$ cat src/common/hbridge_pkg.sv
package hbridge_pkg;
    // ==========================================
    // serial word
    localparam int WORD_BITS = 16;
    localparam int CNT_W = 4;
    localparam int ADDR_W = 3;
    localparam int ADDR_LSB = 13;
    localparam int NUM_REGS = 8;
    localparam logic [CNT_W-1:0] CNT_LAST = 4'hf;
    localparam logic [WORD_BITS-1:0] WORD_ZERO = 16'h0000;
    // ==========================================
    // register addresses inside the serial word
    localparam logic [ADDR_W-1:0] ADDR_FAULT = 3'h0;
    localparam logic [ADDR_W-1:0] ADDR_MASK = 3'h1;
    localparam logic [ADDR_W-1:0] ADDR_CONFIG = 3'h2;
    // ==========================================
    // config fields
    localparam int SLEW_W = 3;
    localparam int SLEW_LSB = 0;
    localparam logic [SLEW_W-1:0] SLEW_RESET = 3'h0;
    localparam int FAULT_W = 8;
    localparam logic [FAULT_W-1:0] MASK_RESET = 8'hff;
    // ==========================================
    // timing
    localparam int CLK_HZ = 10_000_000;
    localparam int DEAD_NS = 500;
    localparam int DEAD_CYC = (DEAD_NS * (CLK_HZ / 1_000_000) + 999) / 1000;
    localparam int DEAD_W = 4;
    localparam logic [DEAD_W-1:0] DEAD_LOAD = DEAD_W'(DEAD_CYC);
    localparam logic [DEAD_W-1:0] DEAD_ZERO = 4'h0;
    // ==========================================
    // leg drive: index {dir_a, dir_b}; per leg 2'b{high,low}
    localparam logic [1:0] LEG_OFF = 2'h0;
    localparam logic [1:0] LEG_LOW = 2'h1;
    localparam logic [1:0] LEG_HIGH = 2'h2;
    localparam logic [1:0] LEG_PWM = 2'h3;

    typedef enum logic [1:0] {
        MODE_SLEEP,
        MODE_STANDBY,
        MODE_ACTIVE
    } bridge_mode_type;
endpackage : hbridge_pkg

$ cat src/hw/hbridge_spi_control_logic.sv
// Operation
// enable low: all switches off, sleep
// enable high: normal operation
// tristate request high: switches off, standby
// tristate request low: outputs follow direction
// never both switches on in one leg
// direction inputs pick the pwm low side
// direction change sequenced with dead time
// slew setting comes from serial config
// serial slave only, daisy chainable
// sample falling, update rising serial clock
// words travel msb first
// after 16 bits, echo input to output
// serial output tristated unless selected
// select rise commits word to register
// select fall loads previously addressed register
// fault flag low on unmasked fault
// fault flag open drain, pulls low only
// direction mapping as parameter table
// count edges, sixteen bits per word
module hbridge_spi_control_logic
    import hbridge_pkg::*;
#(
    // each entry {leg_a, leg_b}, index {dir_a, dir_b}
    parameter logic [3:0][3:0] DIR_TABLE = {
        {LEG_HIGH, LEG_HIGH},
        {LEG_HIGH, LEG_PWM},
        {LEG_PWM, LEG_HIGH},
        {LEG_LOW, LEG_LOW}
    }
) (
    input wire logic sys_clk_i,
    input wire logic rst_n_i,
    input wire logic wake_enable_in_i,
    input wire logic tristate_request_in_i,
    input wire logic direction_ctrl_a_i,
    input wire logic direction_ctrl_b_i,
    input wire logic pwm_i,
    input wire logic [hbridge_pkg::FAULT_W-1:0] fault_status_i,
    input wire logic spi_cs_n_i,
    input wire logic spi_sclk_i,
    input wire logic spi_mosi_i,
    output logic spi_miso_o,
    output logic spi_miso_oe_n_o,
    output logic bridge_leg_a_high_o,
    output logic bridge_leg_a_low_o,
    output logic bridge_leg_b_high_o,
    output logic bridge_leg_b_low_o,
    output logic [hbridge_pkg::SLEW_W-1:0] slew_sel_o,
    output logic [1:0] mode_o,
    output logic fault_flag_n_o,
    output logic fault_flag_n_oe_n_o
);
    // ==========================================
    // state
    typedef struct packed {
        logic [1:0] cs_s;
        logic [1:0] sclk_s;
        logic [1:0] mosi_s;
        logic [1:0] ena_s;
        logic [1:0] dis_s;
        logic [1:0] dira_s;
        logic [1:0] dirb_s;
        logic [1:0] pwm_s;
        logic cs_prev;
        logic sclk_prev;
        logic [WORD_BITS-1:0] shreg;
        logic [CNT_W-1:0] cnt;
        logic [ADDR_W-1:0] prev_addr;
        logic rx_full;
        logic miso;
        logic miso_oe_n;
        logic [FAULT_W-1:0] mask;
        logic [SLEW_W-1:0] slew;
        logic [3:0] cur_sel;
        logic [DEAD_W-1:0] dead;
        logic [3:0] legs;
        bridge_mode_type mode;
        logic flag_oe_n;
    } ctrl_state_type;

    ctrl_state_type s_q;
    ctrl_state_type s_d;

    logic mem_wr;
    logic [ADDR_W-1:0] mem_waddr;
    logic [WORD_BITS-1:0] mem_wdata;
    logic [WORD_BITS-1:0] mem_rdata;
    logic [WORD_BITS-1:0] fault_word;
    logic cs_rise;
    logic cs_fall;
    logic sclk_rise;
    logic sclk_fall;
    logic selected;
    logic [3:0] want;
    logic [1:0] dir_idx;

    // config lives in memory; readback through one registered port
    hbridge_reg_mem u_mem (
        .sys_clk_i(sys_clk_i),
        .rst_n_i(rst_n_i),
        .wr_en_i(mem_wr),
        .wr_addr_i(mem_waddr),
        .wr_data_i(mem_wdata),
        .rd_addr_i(s_q.prev_addr),
        .rd_data_o(mem_rdata)
    );

    // ==========================================
    // leg helper: one switch per leg at most
    function automatic logic [1:0] leg_drive(input logic [1:0] code, input logic pwm);
        logic [1:0] r;
        r = 2'h0;
        case (code)
            LEG_HIGH: r = 2'h2;
            LEG_LOW: r = 2'h1;
            LEG_PWM: r = {1'b0, pwm};
            default: r = 2'h0;
        endcase
        return r;
    endfunction : leg_drive

    always_comb begin
        s_d = s_q;
        mem_wr = 1'b0;
        mem_waddr = s_q.shreg[ADDR_LSB +: ADDR_W];
        mem_wdata = s_q.shreg;
        // two-flop synchronisers; only the second stage is read
        s_d.cs_s = {s_q.cs_s[0], spi_cs_n_i};
        s_d.sclk_s = {s_q.sclk_s[0], spi_sclk_i};
        s_d.mosi_s = {s_q.mosi_s[0], spi_mosi_i};
        s_d.ena_s = {s_q.ena_s[0], wake_enable_in_i};
        s_d.dis_s = {s_q.dis_s[0], tristate_request_in_i};
        s_d.dira_s = {s_q.dira_s[0], direction_ctrl_a_i};
        s_d.dirb_s = {s_q.dirb_s[0], direction_ctrl_b_i};
        s_d.pwm_s = {s_q.pwm_s[0], pwm_i};
        s_d.cs_prev = s_q.cs_s[1];
        s_d.sclk_prev = s_q.sclk_s[1];
        cs_rise = s_q.cs_s[1] && !s_q.cs_prev;
        cs_fall = !s_q.cs_s[1] && s_q.cs_prev;
        selected = !s_q.cs_s[1];
        sclk_rise = s_q.sclk_s[1] && !s_q.sclk_prev;
        sclk_fall = !s_q.sclk_s[1] && s_q.sclk_prev;
        fault_word = WORD_ZERO;
        fault_word[FAULT_W-1:0] = fault_status_i;

        // ==========================================
        // serial slave
        if (cs_fall) begin
            // fault flags if the fault register was addressed last, else the previously addressed register
            s_d.shreg = (s_q.prev_addr == ADDR_FAULT) ? fault_word : mem_rdata;
            s_d.cnt = '0;
            s_d.rx_full = 1'b0;
        end else if (selected && sclk_fall) begin
            s_d.shreg = {s_q.shreg[WORD_BITS-2:0], s_q.mosi_s[1]};
            s_d.cnt = s_q.cnt + 1'b1;
            if (s_q.cnt == CNT_LAST) begin
                s_d.rx_full = 1'b1;
            end
        end
        if (selected && sclk_rise) begin
            // later words: the shreg msb is the mosi bit from 16 edges back
            s_d.miso = s_q.shreg[WORD_BITS-1];
        end else if (cs_fall) begin
            s_d.miso = (s_q.prev_addr == ADDR_FAULT) ? fault_word[WORD_BITS-1] : mem_rdata[WORD_BITS-1];
        end
        s_d.miso_oe_n = !selected;
        if (cs_rise && s_q.rx_full) begin
            // last 16 bits in the chain belong to this device
            mem_wr = (s_q.shreg[ADDR_LSB +: ADDR_W] != ADDR_FAULT);
            s_d.prev_addr = s_q.shreg[ADDR_LSB +: ADDR_W];
            if (s_q.shreg[ADDR_LSB +: ADDR_W] == ADDR_MASK) begin
                s_d.mask = s_q.shreg[FAULT_W-1:0];
            end
            if (s_q.shreg[ADDR_LSB +: ADDR_W] == ADDR_CONFIG) begin
                s_d.slew = s_q.shreg[SLEW_LSB +: SLEW_W];
            end
        end

        // ==========================================
        // mode
        if (!s_q.ena_s[1]) begin
            s_d.mode = MODE_SLEEP;
        end else if (s_q.dis_s[1]) begin
            s_d.mode = MODE_STANDBY;
        end else begin
            s_d.mode = MODE_ACTIVE;
        end

        // ==========================================
        // bridge legs
        dir_idx = {s_q.dira_s[1], s_q.dirb_s[1]};
        s_d.cur_sel = DIR_TABLE[dir_idx];
        want = {leg_drive(s_q.cur_sel[3:2], s_q.pwm_s[1]), leg_drive(s_q.cur_sel[1:0], s_q.pwm_s[1])};
        if (s_q.mode != MODE_ACTIVE) begin
            s_d.legs = 4'h0;
            s_d.dead = DEAD_ZERO;
        end else if (s_d.cur_sel != s_q.cur_sel) begin
            // all off for a dead time before the new direction
            s_d.legs = 4'h0;
            s_d.dead = DEAD_LOAD;
        end else if (s_q.dead != DEAD_ZERO) begin
            s_d.legs = 4'h0;
            s_d.dead = s_q.dead - 1'b1;
        end else begin
            s_d.legs = want;
        end
        if (s_d.legs[3] && s_d.legs[2]) begin
            s_d.legs[3:2] = 2'h0;
        end
        if (s_d.legs[1] && s_d.legs[0]) begin
            s_d.legs[1:0] = 2'h0;
        end

        // ==========================================
        // fault flag
        s_d.flag_oe_n = !(|(fault_status_i & s_q.mask));
    end

    always_ff @(posedge sys_clk_i or negedge rst_n_i) begin
        if (!rst_n_i) begin
            s_q <= '0;
            s_q.cs_s <= 2'h3;
            s_q.cs_prev <= 1'b1;
            s_q.miso_oe_n <= 1'b1;
            s_q.flag_oe_n <= 1'b1;
            s_q.mask <= MASK_RESET;
            s_q.slew <= SLEW_RESET;
            s_q.mode <= MODE_SLEEP;
        end else begin
            s_q <= s_d;
        end
    end

    // ==========================================
    // outputs
    assign spi_miso_o = s_q.miso;
    assign spi_miso_oe_n_o = s_q.miso_oe_n;
    assign bridge_leg_a_high_o = s_q.legs[3];
    assign bridge_leg_a_low_o = s_q.legs[2];
    assign bridge_leg_b_high_o = s_q.legs[1];
    assign bridge_leg_b_low_o = s_q.legs[0];
    assign slew_sel_o = s_q.slew;
    assign mode_o = s_q.mode;
    // data pin only ever low; pull-up sits outside
    assign fault_flag_n_o = 1'b0;
    assign fault_flag_n_oe_n_o = s_q.flag_oe_n;
endmodule : hbridge_spi_control_logic

$ cat src/hw/hbridge_reg_mem.sv
module hbridge_reg_mem
    import hbridge_pkg::*;
(
    input wire logic sys_clk_i,
    input wire logic rst_n_i,
    input wire logic wr_en_i,
    input wire logic [ADDR_W-1:0] wr_addr_i,
    input wire logic [WORD_BITS-1:0] wr_data_i,
    input wire logic [ADDR_W-1:0] rd_addr_i,
    output logic [WORD_BITS-1:0] rd_data_o
);
    // ==========================================
    // storage, registered read
    typedef struct packed {
        logic [NUM_REGS-1:0][WORD_BITS-1:0] mem;
        logic [WORD_BITS-1:0] rd;
    } mem_state_type;

    mem_state_type s_q;
    mem_state_type s_d;

    always_comb begin
        s_d = s_q;
        if (wr_en_i) begin
            s_d.mem[wr_addr_i] = wr_data_i;
        end
        s_d.rd = s_q.mem[rd_addr_i];
    end

    always_ff @(posedge sys_clk_i or negedge rst_n_i) begin
        if (!rst_n_i) begin
            s_q <= '0;
        end else begin
            s_q <= s_d;
        end
    end

    assign rd_data_o = s_q.rd;
endmodule : hbridge_reg_mem

$ cat config.mk
export PLATFORM = sky130hd
export DESIGN_NAME = hbridge_spi_control_logic
export DESIGN_NICKNAME = d
export VERILOG_FILES = /design/src/common/hbridge_pkg.sv /design/src/hw/hbridge_spi_control_logic.sv /design/src/hw/hbridge_reg_mem.sv
export SDC_FILE = /design/constraint.sdc
export NUM_CORES = 1
export LEC_CHECK = 0
export BUFFER_PORTS_ARGS = -buffer_cell sky130_fd_sc_hd__buf_2
export CAP_MARGIN = 0
export CORE_UTILIZATION = 35
export DETAILED_ROUTE_END_ITERATION = 8
export PLACE_DENSITY_LB_ADDON = 0.05
export SYNTH_ARGS = -nofsm -noshare
export SYNTH_HDL_FRONTEND = slang
export SYNTH_HIERARCHICAL = 1
export SYNTH_SLANG_ARGS = --single-unit
$ cat constraint.sdc
create_clock -name sys_clk_i -period 5.7 [get_ports sys_clk_i]
set_clock_uncertainty 0.15 [all_clocks]
set_input_delay 1.14 -clock sys_clk_i [delete_from_list [all_inputs] [get_ports sys_clk_i]]
set_output_delay 1.14 -clock sys_clk_i [all_outputs]
set_load 0.1 [all_outputs]
After elaboration in Yosys (flattened, before gate mapping)
Index checks and enable logic that the tools add are counted.
{"block": "classes", "addsub": 2, "order_cmp": 4, "n_eq_ne": 11, "muxes": 27, "bitwise_logic": 1, "n_reduce_logical": 26}
{"operator": "bitwise mux 128 bit", "n": 1}
{"operator": "binary-select mux 16 bit (select 3 bit)", "n": 1}
{"operator": "demux 16 bit (select 3 bit)", "n": 1}
{"operator": "two-way mux 16 bit", "n": 3}
{"operator": "two-way mux 20 bit", "n": 2}
{"operator": "two-way mux 8 bit", "n": 2}
{"operator": "two-way mux 4 bit", "n": 3}
{"operator": "case mux 2 bit (3 select lines)", "n": 2}
{"operator": "logical AND 1 bit", "n": 10}
{"operator": "AND 8 bit", "n": 1}
{"operator": "binary-select mux 4 bit (select 2 bit)", "n": 1}
{"operator": "== test 2 bit, second input constant", "n": 4}
{"operator": "< comparator 3 x 4 -> 1 bit, second input constant", "n": 2}
{"operator": "two-way mux 2 bit", "n": 4}
{"operator": "OR reduction 8 bit", "n": 1}
{"operator": "two-way mux 1 bit", "n": 7}
{"operator": "AND reduction 2 bit", "n": 3}
{"operator": "nonzero test 2 bit", "n": 3}
{"operator": "nonzero test 3 bit", "n": 2}
{"operator": "logical NOT 1 bit", "n": 5}
{"operator": "adder 4 x 1 -> 4 bit, second input constant", "n": 1}
{"operator": "== test 2 x 1 -> 1 bit, second input constant", "n": 2}
{"operator": "== test 4 bit, second input constant", "n": 1}
{"operator": "inequality test 4 bit", "n": 1}
{"operator": "other kinds (8)", "n": 8}
{"block": "totals", "reg_bits": 213, "inputBits": 18, "output_inout_bits": 13}

Depth between registers and ports, before layout
{"block": "logic_depth", "ltp_word": 7, "ltp_mapped": 7, "depth_no_buf": 5}

Modules after synthesis
Netlist, hierarchy kept.
{"module": "hbridge_reg_mem", "n_inst": 1, "cells_per_inst": 368, "area_each_um2": 6453.7}
{"module": "hbridge_spi_control_logic", "n_inst": 1, "cells_per_inst": 257, "area_each_um2": 2985.4}

Worst setup path before layout
Ideal clock, no wire load.
{"block": "synth_timing", "path_kind": "register -> register", "startpoint": "register, netlist name spi_miso_oe_n_o", "endpoint": "register u_mem/s_q[37] (netlist bit)", "setup_time_ns": 0.125, "arrival_ns": 2.152, "required_time_ns": 5.425, "slack_ns": 3.273, "stages_incl_launch_ff": 8, "n_path_buf": 3, "period_less_slack_ns": 2.427, "cell_sequence": "dfstp_2 -> nand3b_4 -> nor2_1 -> buf_4 -> and4bb_2 -> buf_2 -> buf_4 -> mux2_2"}
{"item": "end signal: assignment", "line": "hbridge_reg_mem.sv:32", "text": "s_q <= '0;"}
{"item": "end signal: assignment", "line": "hbridge_reg_mem.sv:34", "text": "s_q <= s_d;"}
{"item": "end: declaration", "line": "hbridge_reg_mem.sv:19", "text": "mem_state_type s_q;"}

Worst setup path after layout
{"block": "layout_timing", "startpoint": "register s_q, in the netlist s_d[26]", "endpoint": "register u_mem/s_q[51] (netlist bit)"}
{"block": "layout_between", "elab_chain_len": 3}
{"item": "start: declaration", "line": "hbridge_spi_control_logic.sv:82", "text": "ctrl_state_type s_q;"}
{"item": "logical AND 1 bit", "line": "hbridge_spi_control_logic.sv:139", "text": "cs_rise = s_q.cs_s[1] && !s_q.cs_prev;"}
{"item": "logical AND 1 bit", "line": "hbridge_spi_control_logic.sv:168", "text": "if (cs_rise && s_q.rx_full) begin"}
{"item": "two-way mux 1 bit", "line": "hbridge_spi_control_logic.sv:168"}
{"item": "net mem_wr", "line": "hbridge_spi_control_logic.sv:85", "text": "logic mem_wr;"}
The timed path passes the listed nets, and every way through them passes these cells.
A chain may end at the register's enable or synchronous reset.

==> qor.yml <==
outcome: "finished, violations left"
violations: "design-rule violations"
critical_path_class: "reg -> reg"
dp_slack_ns: 2.40
period_share: 0.579
seq_power_share: 0.458
synth_ff_type: "dfrtp_1"
drtIter0Drc: 268
die_area_um2: 27600
critPathMaxFanout: 25
cts_setup_buffers: 0
start_kind: "flip-flop"
r2r_start: "s_d[26]$_DFF_PN1_"
fp.dieH_um: 166
clock.fmax_ghz: 0.303
p_int_mw: 2.77
dp_hpwl_um: 12300
post_cts_resized: 0
clock_path_buffers: 3
crit_start: "s_d[26]$_DFF_PN1_"
post_drt_via_cell_ratio: 5.26
post_dp_cell_area_um2: 9720
ys_types: 53
synth-seq-cells: 212
fin_cells: 983
synthArstFlopShare: 1.00
placement.io_buffers: 29
grt_use_total: 0.158
drive_above_1_share: 0.405
grt_pass1_vias: 5589
core_area_um2: 26300
num_vias: 5170
hp-start: "s_d[59]$_DFF_PN0_"
ant_nets: 0
clock-root-buffer: "clkbuf_16"
io_pins: 31
cp-end-kind: "flip-flop"
die_w_um: 166
period_needed_ns: 3.30
ys_warn_count: 6
power_frac_clock: 0.502
cts_htree_levels: 1
antenna_found_initial: 1
clock_latency_ns: 0.51
power.total_mw: 3.57
finalWeightedCongestion: 0.724
pwr-share-comb: 0.041
cts_buffers: 25
tightest_slew_ns: 1.16
finalHoldViolCount: 0
setup_viol_count_final: 0
crit_required_ns: 5.94
regArea_um2: 5320
synth_edf_count: 0
drcViolationCount: 10
fin_util: 0.406
layout.nets: 650
switchingPower_uw: 802
p_leak_nw: 5.15
ys_seq_area_frac: 0.564
grt-ovfl-total: 0
grt_setup_unrepaired: "false"
clkTransAtPathRegs_ns: 0.06
grt_max_degree: 116
relSlewSlack: 0.227
first_pass_iters: 6
rows: 59
hp-class: "reg -> reg"
grt_first_pass_wirelength_um: 33700
sw_frac_of_total: 0.225
peakVddDrop_uv: 233
synth_area_per_cell_um2: 15.1
fin_ws_ns: 2.40
power_density_nw_per_um2: 334
max_cap_viol_count: 0
syn_to_final_growth_pct: 13.0
multi_input_area_um2: 3680
n_fill_cell: 2426
synth_fp_nets: 646
cts_tree: "done"
initial_utilization: 0.359
syn_inst: 625
routedWlPerCell_um: 21.3
hold_ws_ns: 0.196
dp.cells: 937
maxSlewViolCount: 0
critPathArrivalTime_ns: 3.54
final_cell_area_um2: 10700
cts_sinks: 212
totalWireLength_um: 20900
setup_tns_ns: 0
cts_hold_buf: 0
syn-cell-area_um2: 9440
-- worst max-delay path, stage by stage, from the launching register on --
cell and delay (ns):
dfstp_2 0.87, nand3b_4 0.19, nor2_1 0.56, nor4bb_4 0.68, buf_4 0.36, mux2_2 0.36
-- logic make-up after synthesis --
group,Yosys count,share of synthesized area
muxes,190,0.276
other,1,0.000397
buffers and inverters,82,0.0500
and+or+nand+nor,52,0.0402
AOI/OAI and AO/OA,82,0.0632
adders and majority gates,3,0.00398
xor gates and xnor gates,3,0.00278
DFF,212,0.564
-- per-layer routing --
layer,part of all wire,track usage
met3,0.033,0.0291
met5,0,0
met1,0.50,0.232
met2,0.44,0.240
met4,0.022,0.0390
-- synthesized netlist by cell type, drive strengths merged, types with 4 or more instances --
library cell  instances  area [um2]
dfrtp               200        5000
mux2                157        1770
buf                  46         335
mux4                 32         826
inv                  23        86.3
o22ai                17         106
a221oi               15         131
clkbuf               13        50.0
a211oi               12        90.1
dfstp                12         315
a21oi                10        50.1
nand2                 9        33.8
o31a                  8        70.1
a22oi                 6        45.0
nor2b                 6        37.5
nand2b                5        31.3
nor2                  5        18.8
o21ai                 4        20.0
-- final timing paths --
kind / endpoint / slack (ns) / cells past startpoint
setup / recovery: u_mem/s_q[51]$_DFFE_PN0P_ / 2.40 / 5
hold / removal: dir_idx[1]$_DFF_PN0_ / 0.20 / 0
setup reg to reg: u_mem/s_q[51]$_DFFE_PN0P_ / 2.40 / 5
hold reg to reg: dir_idx[1]$_DFF_PN0_ / 0.20 / 0
max in group asynchronous: u_mem/s_q[130]$_DFFE_PN0P_ / 3.76 / 2
min in group asynchronous: mode_o[0]$_DFF_PN0_ / 0.56 / 1
-- power groups by stage --
| stage | Combinational (mW) | Clock [mW] | Sequential, mW |
|---|---|---|---|
| after floorplan | 0.0948 | 0 | 1.62 |
| after global placement | 0.145 | 0 | 1.66 |
| after detailed placement | 0.148 | 0 | 1.66 |
| after CTS | 0.149 | 1.85 | 1.63 |
| after global routing | 0.163 | 1.91 | 1.64 |
| final | 0.145 | 1.79 | 1.63 |
-- cell usage in the layout, fill, tap and decap left out, types with 3 or more instances in the layout --
cell / Yosys / layout
a21oi_1: 10 / 10
clkbuf_8: 0 / 9
dfstp_2: 12 / 12
dfrtp_1: 200 / 199
o31a_1: 8 / 8
nand2b_1: 5 / 5
nand4b_2: 3 / 3
o21ai_0: 4 / 4
o22ai_1: 17 / 17
a22oi_1: 6 / 6
or4_1: 3 / 3
bufinv_16: 0 / 6
mux4_1: 28 / 28
nor3_1: 3 / 3
nor2_1: 5 / 5
inv_1: 23 / 23
clkbuf_1: 12 / 3
nor2b_1: 6 / 6
nand2_1: 9 / 9
buf_2: 10 / 28
a221oi_1: 15 / 15
buf_4: 26 / 6
ha_1: 3 / 3
mux4_2: 4 / 4
a211oi_1: 12 / 12
mux2_2: 157 / 157
clkbuf_16: 0 / 25
clkinv_2: 0 / 3
-- flip-flops by register name, summed over array words and instances, names as in the netlist --
register / cells
bridge_leg_a_high_o: 1
bridge_leg_a_low_o: 1
bridge_leg_b_high_o: 1
bridge_leg_b_low_o: 1
dir_idx: 2
fault_flag_n_oe_n_o: 1
mem_wdata: 16
mode_o: 2
s_d: 10
s_q: 28
slew_sel_o: 3
spi_miso_o: 1
spi_miso_oe_n_o: 1
u_mem/rd_data_o: 16
u_mem/s_q: 128
-- cell type report --
cell class,count,area share
flip-flops and latches,212,0.499
multi-input cells,331,0.345
clock buffers,36,0.0700
well taps,335,0.0393
repair buffers,36,0.0205
clock inverters,9,0.0183
inverters,23,0.00809
diodes,1,0.000235
(Power assumes the default switching activity.)
